==> src/common/ebsw_cfg.svh <==
`ifndef EBSW_CFG_SVH
`define EBSW_CFG_SVH

// Strobe style select values carried by the chip configuration byte.
`define EBSW_STYLE_BHE     1'b1
`define EBSW_STYLE_WRH     1'b0
// Idle (negated) level of every active-low strobe.
`define EBSW_STROBE_OFF    1'b1
`define EBSW_STROBE_ON     1'b0
// Width of the wait-state limit field.
`define EBSW_WAIT_W        2
`define EBSW_WAIT_ZERO     2'h0
`define EBSW_WAIT_ONE      2'h1
// Address/data bus width and the byte split.
`define EBSW_AD_W          16
`define EBSW_AD_LO_MSB     7
`define EBSW_AD_HI_LSB     8
`define EBSW_AD_TOP        15
`define EBSW_WORD_ZERO     16'h0000
`define EBSW_OE_ALL        16'hFFFF
`define EBSW_OE_HIGH       16'hFF00
`define EBSW_OE_NONE       16'h0000

`endif

==> src/common/ebsw_pkg.sv <==
`default_nettype none
package ebsw_pkg;

    typedef struct packed {
        logic [15:0] addr;
        logic [15:0] wdata;
        logic        write;
        logic        byte_high;
        logic        byte_low;
        logic        bus16;
        logic        external;
    } ebsw_req_t;

    typedef struct packed {
        logic       strobe_style;
        logic [1:0] wait_limit;
    } ebsw_cfg_t;

    typedef enum logic [1:0] {
        EBSW_IDLE = 2'b00,
        EBSW_ADDR = 2'b01,
        EBSW_STRB = 2'b11,
        EBSW_ENDC = 2'b10
    } ebsw_state_t;

endpackage
`default_nettype wire

==> src/logic/ebsw_top.sv <==
`timescale 1ns/1ps
`default_nettype none
`include "ebsw_cfg.svh"
module ebsw_top #(
    parameter int AD_W = `EBSW_AD_W
) (
    input  wire logic                 clk,
    input  wire logic                 resetn,
    input  wire logic                 req_valid,
    input  wire ebsw_pkg::ebsw_req_t  req,
    input  wire ebsw_pkg::ebsw_cfg_t  chip_config_byte,
    input  wire logic                 bus_ready,
    input  wire logic [15:0]          bus_ad_i,
    output var  logic                 req_ready,
    output var  logic                 done,
    output var  logic [15:0]          rdata,
    output var  logic                 bus_clock_output,
    output var  logic                 addr_latch,
    output var  logic                 read_strobe_n,
    output var  logic                 upper_lane_strobe_n,
    output var  logic                 lower_lane_strobe_n,
    output var  logic [15:0]          bus_ad_o,
    output var  logic [15:0]          bus_ad_oe
);
    import ebsw_pkg::*;

    if (AD_W != `EBSW_AD_W)
    begin : g_chk
        $error("address/data bus must be sixteen lines wide");
    end

    ////////////////////////////////////////////////////////////////////////////
    // Reset release through two flops.

    logic rst_meta_reg;
    logic rst_n_reg;

    always_ff @(posedge clk or negedge resetn)
    begin
        if (!resetn)
        begin
            rst_meta_reg <= 1'b0;
            rst_n_reg    <= 1'b0;
        end
        else
        begin
            rst_meta_reg <= 1'b1;
            rst_n_reg    <= rst_meta_reg;
        end
    end

    ////////////////////////////////////////////////////////////////////////////
    // Lane strobe decode for a write, returned as {upper, lower} active low.

    function automatic logic [1:0] lane_strobes(input ebsw_req_t r, input logic style);
        logic up;
        logic lo;
        up = 1'b0;
        lo = 1'b0;
        if (style == `EBSW_STYLE_BHE)
        begin
            up = r.byte_high;
            lo = 1'b1;
        end
        else
        begin
            up = r.bus16 ? r.byte_high : 1'b1;
            lo = r.bus16 ? r.byte_low : 1'b1;
        end
        return {~up, ~lo};
    endfunction

    ////////////////////////////////////////////////////////////////////////////
    // Bus cycle engine; the bus clock is clk divided by two and the engine
    // leaves the address and strobe phases only on the clk edge where the bus clock falls.

    ebsw_state_t       state_reg;
    ebsw_state_t       state_next;
    ebsw_req_t         cur_reg;
    ebsw_req_t         cur_next;
    ebsw_cfg_t         cfg_reg;
    ebsw_cfg_t         cfg_next;
    logic              bclk_reg;
    logic              bclk_next;
    logic              ale_reg;
    logic              ale_next;
    logic              rd_n_reg;
    logic              rd_n_next;
    logic              up_n_reg;
    logic              up_n_next;
    logic              lo_n_reg;
    logic              lo_n_next;
    logic [15:0]       ad_reg;
    logic [15:0]       ad_next;
    logic [15:0]       oe_reg;
    logic [15:0]       oe_next;
    logic [15:0]       rdata_reg;
    logic [15:0]       rdata_next;
    logic              done_reg;
    logic              done_next;
    logic              ready_reg;
    logic              ready_next;
    logic              fall;
    logic              wait_clear;
    logic              wait_inc;
    logic              wait_hit;
    logic [1:0]        wait_count;
    logic [1:0]        strobes;

    assign fall    = bclk_reg;
    assign strobes = lane_strobes(cur_reg, cfg_reg.strobe_style);

    ebsw_wait_ctr #(
        .WAIT_W (`EBSW_WAIT_W)
    ) u_wait (
        .clk      (clk),
        .rst_n    (rst_n_reg),
        .clear    (wait_clear),
        .inc      (wait_inc),
        .limit    (cfg_reg.wait_limit),
        .count    (wait_count),
        .at_limit (wait_hit)
    );

    always_comb
    begin
        state_next = state_reg;
        cur_next   = cur_reg;
        cfg_next   = cfg_reg;
        bclk_next  = ~bclk_reg;
        ale_next   = 1'b0;
        rd_n_next  = `EBSW_STROBE_OFF;
        up_n_next  = `EBSW_STROBE_OFF;
        lo_n_next  = `EBSW_STROBE_OFF;
        ad_next    = ad_reg;
        oe_next    = `EBSW_OE_NONE;
        rdata_next = rdata_reg;
        done_next  = 1'b0;
        ready_next = 1'b0;
        wait_clear = 1'b0;
        wait_inc   = 1'b0;
        unique case (state_reg)
            EBSW_IDLE:
            begin
                ready_next = 1'b1;
                if (req_valid && ready_reg)
                begin
                    cur_next   = req;
                    cfg_next   = chip_config_byte;
                    ready_next = 1'b0;
                    wait_clear = 1'b1;
                    // Internal accesses never touch the pins or look at ready.
                    state_next = req.external ? EBSW_ADDR : EBSW_ENDC;
                    // The address goes out from the take edge, so a bus clock fall
                    // on the very next edge still leaves one cycle of address latch.
                    if (req.external)
                    begin
                        ale_next = 1'b1;
                        ad_next  = req.addr;
                        oe_next  = `EBSW_OE_ALL;
                    end
                end
            end
            EBSW_ADDR:
            begin
                ale_next = 1'b1;
                ad_next  = cur_reg.addr;
                oe_next  = `EBSW_OE_ALL;
                if (fall)
                begin
                    ale_next   = 1'b0;
                    state_next = EBSW_STRB;
                end
            end
            EBSW_STRB:
            begin
                // Line 15 and the upper byte stay address on a narrow bus.
                if (cur_reg.bus16)
                begin
                    ad_next = cur_reg.wdata;
                    oe_next = cur_reg.write ? `EBSW_OE_ALL : `EBSW_OE_NONE;
                end
                else
                begin
                    ad_next = {cur_reg.addr[`EBSW_AD_TOP:`EBSW_AD_HI_LSB],
                               cur_reg.wdata[`EBSW_AD_LO_MSB:0]};
                    oe_next = cur_reg.write ? `EBSW_OE_ALL : `EBSW_OE_HIGH;
                end
                if (cur_reg.write)
                begin
                    {up_n_next, lo_n_next} = strobes;
                end
                else
                begin
                    rd_n_next = `EBSW_STROBE_ON;
                end
                if (fall)
                begin
                    if (bus_ready || wait_hit)
                    begin
                        state_next = EBSW_ENDC;
                        up_n_next  = `EBSW_STROBE_OFF;
                        lo_n_next  = `EBSW_STROBE_OFF;
                        rd_n_next  = `EBSW_STROBE_OFF;
                        if (!cur_reg.write)
                        begin
                            rdata_next = bus_ad_i;
                        end
                    end
                    else
                    begin
                        wait_inc = 1'b1;
                    end
                end
            end
            EBSW_ENDC:
            begin
                done_next  = 1'b1;
                ready_next = 1'b1;
                state_next = EBSW_IDLE;
            end
        endcase
    end

    always_ff @(posedge clk or negedge rst_n_reg)
    begin
        if (!rst_n_reg)
        begin
            state_reg <= EBSW_IDLE;
            cur_reg   <= '0;
            cfg_reg   <= '0;
            bclk_reg  <= 1'b0;
            ale_reg   <= 1'b0;
            rd_n_reg  <= `EBSW_STROBE_OFF;
            up_n_reg  <= `EBSW_STROBE_OFF;
            lo_n_reg  <= `EBSW_STROBE_OFF;
            ad_reg    <= `EBSW_WORD_ZERO;
            oe_reg    <= `EBSW_OE_NONE;
            rdata_reg <= `EBSW_WORD_ZERO;
            done_reg  <= 1'b0;
            ready_reg <= 1'b0;
        end
        else
        begin
            state_reg <= state_next;
            cur_reg   <= cur_next;
            cfg_reg   <= cfg_next;
            bclk_reg  <= bclk_next;
            ale_reg   <= ale_next;
            rd_n_reg  <= rd_n_next;
            up_n_reg  <= up_n_next;
            lo_n_reg  <= lo_n_next;
            ad_reg    <= ad_next;
            oe_reg    <= oe_next;
            rdata_reg <= rdata_next;
            done_reg  <= done_next;
            ready_reg <= ready_next;
        end
    end

    assign req_ready           = ready_reg;
    assign done                = done_reg;
    assign rdata               = rdata_reg;
    assign bus_clock_output    = bclk_reg;
    assign addr_latch          = ale_reg;
    assign read_strobe_n       = rd_n_reg;
    assign upper_lane_strobe_n = up_n_reg;
    assign lower_lane_strobe_n = lo_n_reg;
    assign bus_ad_o            = ad_reg;
    assign bus_ad_oe           = oe_reg;

    ////////////////////////////////////////////////////////////////////////////
    // Checks.

    bhe_style_a: assert property (@(posedge clk) disable iff (!rst_n_reg)
        (state_reg == EBSW_STRB && $past(state_reg) == EBSW_STRB && cur_reg.write
         && cfg_reg.strobe_style && cur_reg.byte_high) |-> !upper_lane_strobe_n)
        else $error("byte high enable missing on a high write");

    wrh_style_a: assert property (@(posedge clk) disable iff (!rst_n_reg)
        (state_reg == EBSW_STRB && $past(state_reg) == EBSW_STRB && cur_reg.write
         && !cfg_reg.strobe_style) |-> (upper_lane_strobe_n == (cur_reg.bus16 && !cur_reg.byte_high)))
        else $error("write high strobe wrong");

    wrl_style_a: assert property (@(posedge clk) disable iff (!rst_n_reg)
        (state_reg == EBSW_STRB && $past(state_reg) == EBSW_STRB && cur_reg.write
         && !cfg_reg.strobe_style) |-> (lower_lane_strobe_n == (cur_reg.bus16 && !cur_reg.byte_low)))
        else $error("write low strobe wrong");

    wait_insert_a: assert property (@(posedge clk) disable iff (!rst_n_reg)
        (state_reg == EBSW_STRB && fall && !bus_ready && !wait_hit)
        |=> state_reg == EBSW_STRB ##1 state_reg == EBSW_STRB)
        else $error("wait state not inserted");

    wait_limit_a: assert property (@(posedge clk) disable iff (!rst_n_reg)
        (state_reg == EBSW_STRB && fall && wait_hit) |=> state_reg == EBSW_ENDC ##1 done)
        else $error("wait limit not honoured");

    ready_fast_a: assert property (@(posedge clk) disable iff (!rst_n_reg)
        (state_reg == EBSW_ADDR && fall) ##2 (bclk_reg && bus_ready) |=> state_reg == EBSW_ENDC)
        else $error("ready high still stretched the cycle");

    internal_a: assert property (@(posedge clk) disable iff (!rst_n_reg)
        (state_reg == EBSW_IDLE && req_valid && req_ready && !req.external)
        |=> (state_reg == EBSW_ENDC && !addr_latch) ##1 done)
        else $error("internal access went to the bus");

    line15_a: assert property (@(posedge clk) disable iff (!rst_n_reg)
        (state_reg == EBSW_STRB && $past(state_reg) == EBSW_STRB && !cur_reg.bus16)
        |-> (bus_ad_oe[`EBSW_AD_TOP] && bus_ad_o[`EBSW_AD_TOP] == cur_reg.addr[`EBSW_AD_TOP]))
        else $error("line 15 not held as address on narrow bus");

    wait_range_a: assert property (@(posedge clk) disable iff (!rst_n_reg)
        (state_reg != EBSW_IDLE) |-> wait_count <= cfg_reg.wait_limit)
        else $error("wait count passed the limit");
endmodule
`default_nettype wire

==> src/logic/ebsw_wait_ctr.sv <==
`timescale 1ns/1ps
`default_nettype none
`include "ebsw_cfg.svh"
module ebsw_wait_ctr #(
    parameter int WAIT_W = `EBSW_WAIT_W
) (
    input  wire logic              clk,
    input  wire logic              rst_n,
    input  wire logic              clear,
    input  wire logic              inc,
    input  wire logic [WAIT_W-1:0] limit,
    output var  logic [WAIT_W-1:0] count,
    output var  logic              at_limit
);
    logic [WAIT_W-1:0] count_reg;
    logic [WAIT_W-1:0] count_next;

    if (WAIT_W < 1)
    begin : g_chk
        $error("wait counter width must be at least one");
    end

    // Unsigned limit; zero means no wait state is ever inserted.
    always_comb
    begin
        count_next = count_reg;
        if (clear)
        begin
            count_next = '0;
        end
        else if (inc && (count_reg != limit))
        begin
            count_next = count_reg + WAIT_W'(1);
        end
    end

    always_ff @(posedge clk or negedge rst_n)
    begin
        if (!rst_n)
        begin
            count_reg <= '0;
        end
        else
        begin
            count_reg <= count_next;
        end
    end

    assign count    = count_reg;
    assign at_limit = (count_reg == limit);
endmodule
`default_nettype wire

==> config.mk <==
export PLATFORM = sky130hd
export DESIGN_NAME = ebsw_top
export DESIGN_NICKNAME = d
export VERILOG_FILES = /design/src/common/ebsw_pkg.sv /design/src/logic/ebsw_top.sv /design/src/logic/ebsw_wait_ctr.sv
export VERILOG_INCLUDE_DIRS = /design/src /design/src/common
export SDC_FILE = /design/constraint.sdc
export NUM_CORES = 1
export LEC_CHECK = 0
export BUFFER_PORTS_ARGS = -buffer_cell sky130_fd_sc_hd__buf_2
export CORE_ASPECT_RATIO = 0.6
export CORE_MARGIN = 3
export CORE_UTILIZATION = 55
export CTS_CLUSTER_DIAMETER = 30
export CTS_CLUSTER_SIZE = 28
export DETAILED_ROUTE_END_ITERATION = 12
export GPL_TIMING_DRIVEN = 0
export HOLD_SLACK_MARGIN = 0.12
export PLACE_DENSITY = 0.95
export SYNTH_ARGS = -nofsm -noshare
export SYNTH_HDL_FRONTEND = slang
export SYNTH_SLANG_ARGS = --single-unit
==> constraint.sdc <==
create_clock -name clk -period 4.5 [get_ports clk]
set_input_delay 0.45 -clock clk [delete_from_list [all_inputs] [get_ports clk]]
set_output_delay 0.45 -clock clk [all_outputs]
set_load 0.05 [all_outputs]
=== Yosys cells after proc, flatten, opt, wreduce, memory -nomap -nowiden ===
Cells that the tools add are included.
Widths: inputs -> output; s select.

* Bits in registers: 100
* Bits in latches: 0
* Memory bits (writable): 0
* ROM bits: 0
* Input bits: 60
* Memories kept: 0

* Add/sub/neg operators: 1
* Multiply operators: 0
* Divide/modulo/power cells: 0
* Order comparisons: 0
* Eq/ne operators: 10
* Shift-type cells: 0
* Mux-type cells: 46
* Bitwise operators: 4
* Reduce and logical (&&, ||, !) cells: 10

{| class="wikitable"
|+ Operators by type and width
! kind !! number
|-
| $mux 16 || 7
|-
| $pmux 16 s3 || 2
|-
| $mux 1 || 26
|-
| $mux 2 || 7
|-
| $ne 2x2->1 const B || 5
|-
| $mux 8 || 1
|-
| $pmux 2 s4 || 1
|-
| $reduce_and 4->1 || 2
|-
| $eq 2x2->1 const B || 2
|-
| $not 1->1 || 4
|-
| $pmux 1 s2 || 2
|-
| $reduce_and 3->1 || 1
|-
| $reduce_bool 3->1 || 1
|-
| $add 2x1->2 const B || 1
|-
| $eq 2x1->1 const B || 1
|-
| $eq 2x2->1 || 1
|-
| $logic_and 1x1->1 || 2
|-
| $logic_not 2->1 || 1
|-
| $ne 2x2->1 || 1
|-
| $reduce_and 2->1 || 1
|-
| $reduce_bool 2->1 || 1
|-
| $logic_or 1x1->1 || 1
|}

=== Logic depth before layout (Yosys ltp) ===
* Depth in word-level cells: 8
* Depth in mapped cells: 7
* Mapped depth without buffers: 4

=== Cells and area by module ===
From an unflattened synthesis, not the netlist that was laid out.

* Cell total of the unflattened synthesis: 273
* Area total of the unflattened synthesis: 3723.6 um^2

{| class="wikitable"
|+ Modules (own cells, without submodules)
! module !! instances !! cells an instance !! area each (um^2)
|-
| ebsw_top || 1 || 258 || 3577.2
|-
| ebsw_wait_ctr || 1 || 15 || 146.4
|}

=== Worst setup path after synthesis ===
Ideal clock, no wire load.

* Kind: flip-flop to flip-flop
* From: register bclk_reg (netlist: bus_clock_output)
* To: register rdata_reg[10] (netlist: rdata[10])
* Setup time: 0.128 ns
* Arrival time: 1.803 ns
* Required time: 4.372 ns
* Path slack: 2.569 ns
* Cell stages (with the launch flop): 5
* Buffers on the path: 1
* Clock period less this slack: 1.931 ns
* Cells stage by stage: dfrtp_1 nand3_1 nor3b_4 buf_4 mux2_1

* Word-level cells in the longest chain between the ends: 1

{| class="wikitable"
|+ Ends and longest elaborated chain
! item !! line !! text
|-
| from (decl) || ebsw_top.sv:83 || <nowiki>logic bclk_reg;</nowiki>
|-
| from (signal assigned) || ebsw_top.sv:248 || <nowiki>bclk_reg <= bclk_next;</nowiki>
|-
| $reduce_and 4->1 (no line) || - ||
|-
| to (signal assigned) || ebsw_top.sv:239 || <nowiki>rdata_reg <= `EBSW_WORD_ZERO;</nowiki>
|-
| to (signal assigned) || ebsw_top.sv:255 || <nowiki>rdata_reg <= rdata_next;</nowiki>
|-
| to (decl) || ebsw_top.sv:97 || <nowiki>logic [15:0] rdata_reg;</nowiki>
|}

No other way between the ends.
A chain may end at the register's enable or synchronous reset.

=== Worst setup path in the final report ===
* From: register state_reg[1]
* To: register cur_reg[8] in the netlist's numbering

* Word-level cells in the longest chain between the ends: 2

{| class="wikitable"
|+ Ends and longest elaborated chain
! item !! line !! text
|-
| from (decl) || ebsw_top.sv:77 || <nowiki>ebsw_state_t state_reg;</nowiki>
|-
| from (signal assigned) || ebsw_top.sv:245 || <nowiki>state_reg <= state_next;</nowiki>
|-
| $logic_not 2->1 || ebsw_top.sv:142 || <nowiki>unique case (state_reg)</nowiki>
|-
| $reduce_and 2->1 (no line) || - ||
|-
| to (signal assigned) || ebsw_top.sv:246 || <nowiki>cur_reg <= cur_next;</nowiki>
|-
| to (decl) || ebsw_top.sv:79 || <nowiki>ebsw_req_t cur_reg;</nowiki>
|}

No other way between the ends.

==> impl_metrics.yaml <==
synth:
  syn_area_sq_mm: 0.00364
  ys_seq_area_share_pct: 59.2
  yosysWarnings: 0
  synth_fp_nets: 345
  ys_ff_latch: 86
  syn_avg_cell_area_sq_um: 12.8
  netlist_instances: 285
  ys_types: 33
power_and_ir_drop:
  internal-power_mw: 2.07
  power_frac_clock_pct: 13.1
  p_per_area_mw_per_mm2: 854
  swShare_pct: 46.6
  p_seq_share_pct: 34.8
  p_leak_nw: 2.22
  p_total_mw: 3.88
  power_frac_comb_pct: 52.1
  vdd_drop_max_mv: 0.565
  switchingPower_mw: 1.81
final_layout:
  fill_cells: 452
  largest_register_ffs: 36
  nets: 472
  drive_gt1_share_pct: 49.2
  antennaDiodeCount: 0
  utilization_pct: 72.7
  area_growth_pct: 24.7
timing:
  fmax_mhz: 520
  setup_tns_ns: 0
  whs_ns: 0.188
  period_minus_slack_ns: 1.92
  hold_viol: 0
  period_share_pct: 42.8
  maxSlewHeadroom_pct: 55.2
  fin_ws_ns: 2.58
  rsz0062_at_grt: "false"
  tightest_slew_ns: 0.673
  fin_skew_ns: 0.00816
  finalSetupViolCount: 0
  slew_viol_final: 0
die:
  core_area_sq_mm: 0.00625
  io_pins: 115
  die_y_um: 69.0
  fp.dieW_um: 111
  initial_core_util_pct: 58.3
  rows: 22
  dieArea_sq_mm: 0.00767
detailed_routing:
  first_iter_violations: 111
  num_vias: 2654
  via_per_inst: 5.30
  drtAntennaViolNets: 0
  dr.pass1.iters: 4
  drc: 0
  wl_mm: 7.89
  routedWlPerCell_um: 15.7
outcome:
  status: "finished clean"
clocking:
  cts_inserted_buffers: 9
  path_clk_slew_ns: 0.08
  cts_tree: "done"
  ctsResizeCount: 0
  clk_latency_ns: 0.35
  cts_max_level: 3
  cts_sinks: 86
  root_buffer: "clkbuf_8"
  clk_path_buf_depth: 2
worst_setup_path:
  crit_path_max_fanout: 10
  critPathKind: "flop to flop"
  critPathArrivalTime_ns: 2.16
  required_ns: 4.74
  start_kind: "flop"
  cp-end-kind: "flop"
grt:
  grt_pass1_wl_mm: 13.3
  grt.total_usage_pct: 21.8
  grt_antenna_before_repair: 1
  grt_pass1_vias: 2764
  grt_max_degree: 71
  globalRoute.totalOverflow: 0
worst_hold_path:
  hp-class: "flop to async pin"
job:
  cap_violations: 0
placed_design:
  dp_slack_ns: 2.58
  gp_congestion: 0.809
  io_buffers: 114
  post-dp-hpwl_mm: 5.91
## final cells by class
type	count	area, sq um	share of cell area [%]
flip-flops and latches	86	2160	47.5
multi-input cells	165	1280	28.2
repair buffers	116	608	13.4
plain buffers	31	195	4.30
clock buffers	12	135	2.97
well taps	84	105	2.31
clock inverters	4	47.5	1.05
inverters	3	11.3	0.248
## cell usage in the layout (no fill, tap or decap), types with 3 or more instances in the layout
cell type  instances
o21ai_0           19
inv_1              3
nor2_1             4
clkbuf_1           8
nand3_1            9
dfrtp_1           82
mux2_2            45
clkbuf_8           9
mux2i_1            8
buf_4             16
nand2_1           32
buf_2            123
a21boi_0           6
dfstp_2            3
a221o_1            8
mux2_1            10
xnor2_1            3
## Yosys cell counts (all sizes together)
cell type | number | share of area [%]
dfrtp | 83 | 57
mux2 | 55 | 17
nand2 | 32 | 3.3
buf | 26 | 4.8
o21ai | 19 | 2.6
nand3 | 9 | 1.2
a21boi | 8 | 1.6
a221o | 8 | 2.2
mux2i | 8 | 2.2
clkbuf | 5 | 0.52
nor2 | 4 | 0.41
dfstp | 3 | 2.2
inv | 3 | 0.31
xnor2 | 3 | 0.72
a21oi | 2 | 0.27
and2 | 2 | 0.34
nand3b | 2 | 0.41
nand4 | 2 | 0.34
a2111oi | 1 | 0.24
a21o | 1 | 0.24
a31oi | 1 | 0.17
and3b | 1 | 0.24
conb | 1 | 0.10
nand2b | 1 | 0.17
nor2b | 1 | 0.17
nor3b | 1 | 0.52
o211ai | 1 | 0.21
o21bai | 1 | 0.21
o31ai | 1 | 0.21
## final timing paths
path / startpoint / slack [ns] / end / cells after the start
worst max register to register: state_reg[1]$_DFFE_PN0P_ / 2.58 / cur_reg[8]$_DFFE_PN0P_ / 6
worst min register to register: rst_n_reg$_DFF_PN0_ / 0.19 / cur_reg[12]$_DFFE_PN0P_ / 0
worst min-delay path: rst_n_reg$_DFF_PN0_ / 0.19 / cur_reg[12]$_DFFE_PN0P_ / 0
max in group asynchronous: rst_n_reg$_DFF_PN0_ / 3.67 / read_strobe_n$_DFF_PN1_ / 1
min in group clk: bus_ad_i[11] / 0.31 / rdata[11]$_DFFE_PN0P_ / 2
worst max-delay path: state_reg[1]$_DFFE_PN0P_ / 2.58 / cur_reg[8]$_DFFE_PN0P_ / 6
## timing repair
item,4_1_cts,5_1_grt
setup buffers,0,0
endpoints found under the setup margin,0,0
hold buffers,1,0
endpoints found under the hold margin,2,0
## layer usage
layer  wire (um)  up-vias  part of all wire, %  global-route usage (%)
met5          13        -                 0.16                       0
met3         751       17                  9.5                    9.21
met1        3400     1294                   43                    29.0
li1            -     1231                    -                       -
met4         113        2                  1.4                    6.07
met2        3610      110                   46                    33.2
## power groups by stage
| stage | sequential, mW | clock [mW] | combinational (mW) |
|---|---|---|---|
| after floorplan | 1.90 | 0 | 1.02 |
| after global placement | 1.35 | 0 | 1.97 |
| after detailed placement | 1.36 | 0 | 2.03 |
| after CTS | 1.35 | 0.525 | 2.03 |
| after global routing | 1.40 | 0.558 | 2.16 |
| final | 1.35 | 0.508 | 2.02 |
## stage by stage
| stage | instances | instance area [sq um] |
|---|---|---|
| 3_5_place_dp | 484 | 4350 |
| 4_1_cts | 501 | 4540 |
| 3_3_place_gp | 483 | 4320 |
| 5_1_grt | 501 | 4540 |
| 6_report | 501 | 4540 |
| 2_1_floorplan | 285 | 3640 |
## critical path, cell delays in order, from the launching register on
cell,delay (ns)
dfrtp_1,0.36
buf_4,0.17
and3b_1,0.30
nor2b_1,0.14
buf_2,0.16
buf_2,0.30
mux2_2,0.38
## cells by family (layout without fill, tap and decap cells)
| group | after synthesis | count (layout) | synth area share, % |
|---|---|---|---|
| mux | 63 | 63 | 19.2 |
| flops | 86 | 86 | 59.2 |
| other cells | 1 | 1 | 0.103 |
| buf+inv | 34 | 166 | 5.67 |
| xor+xnor | 3 | 3 | 0.721 |
| simple gates | 55 | 55 | 7.14 |
| compound gates | 43 | 43 | 8.00 |
No activity file was read; power rests on OpenSTA's default activity.
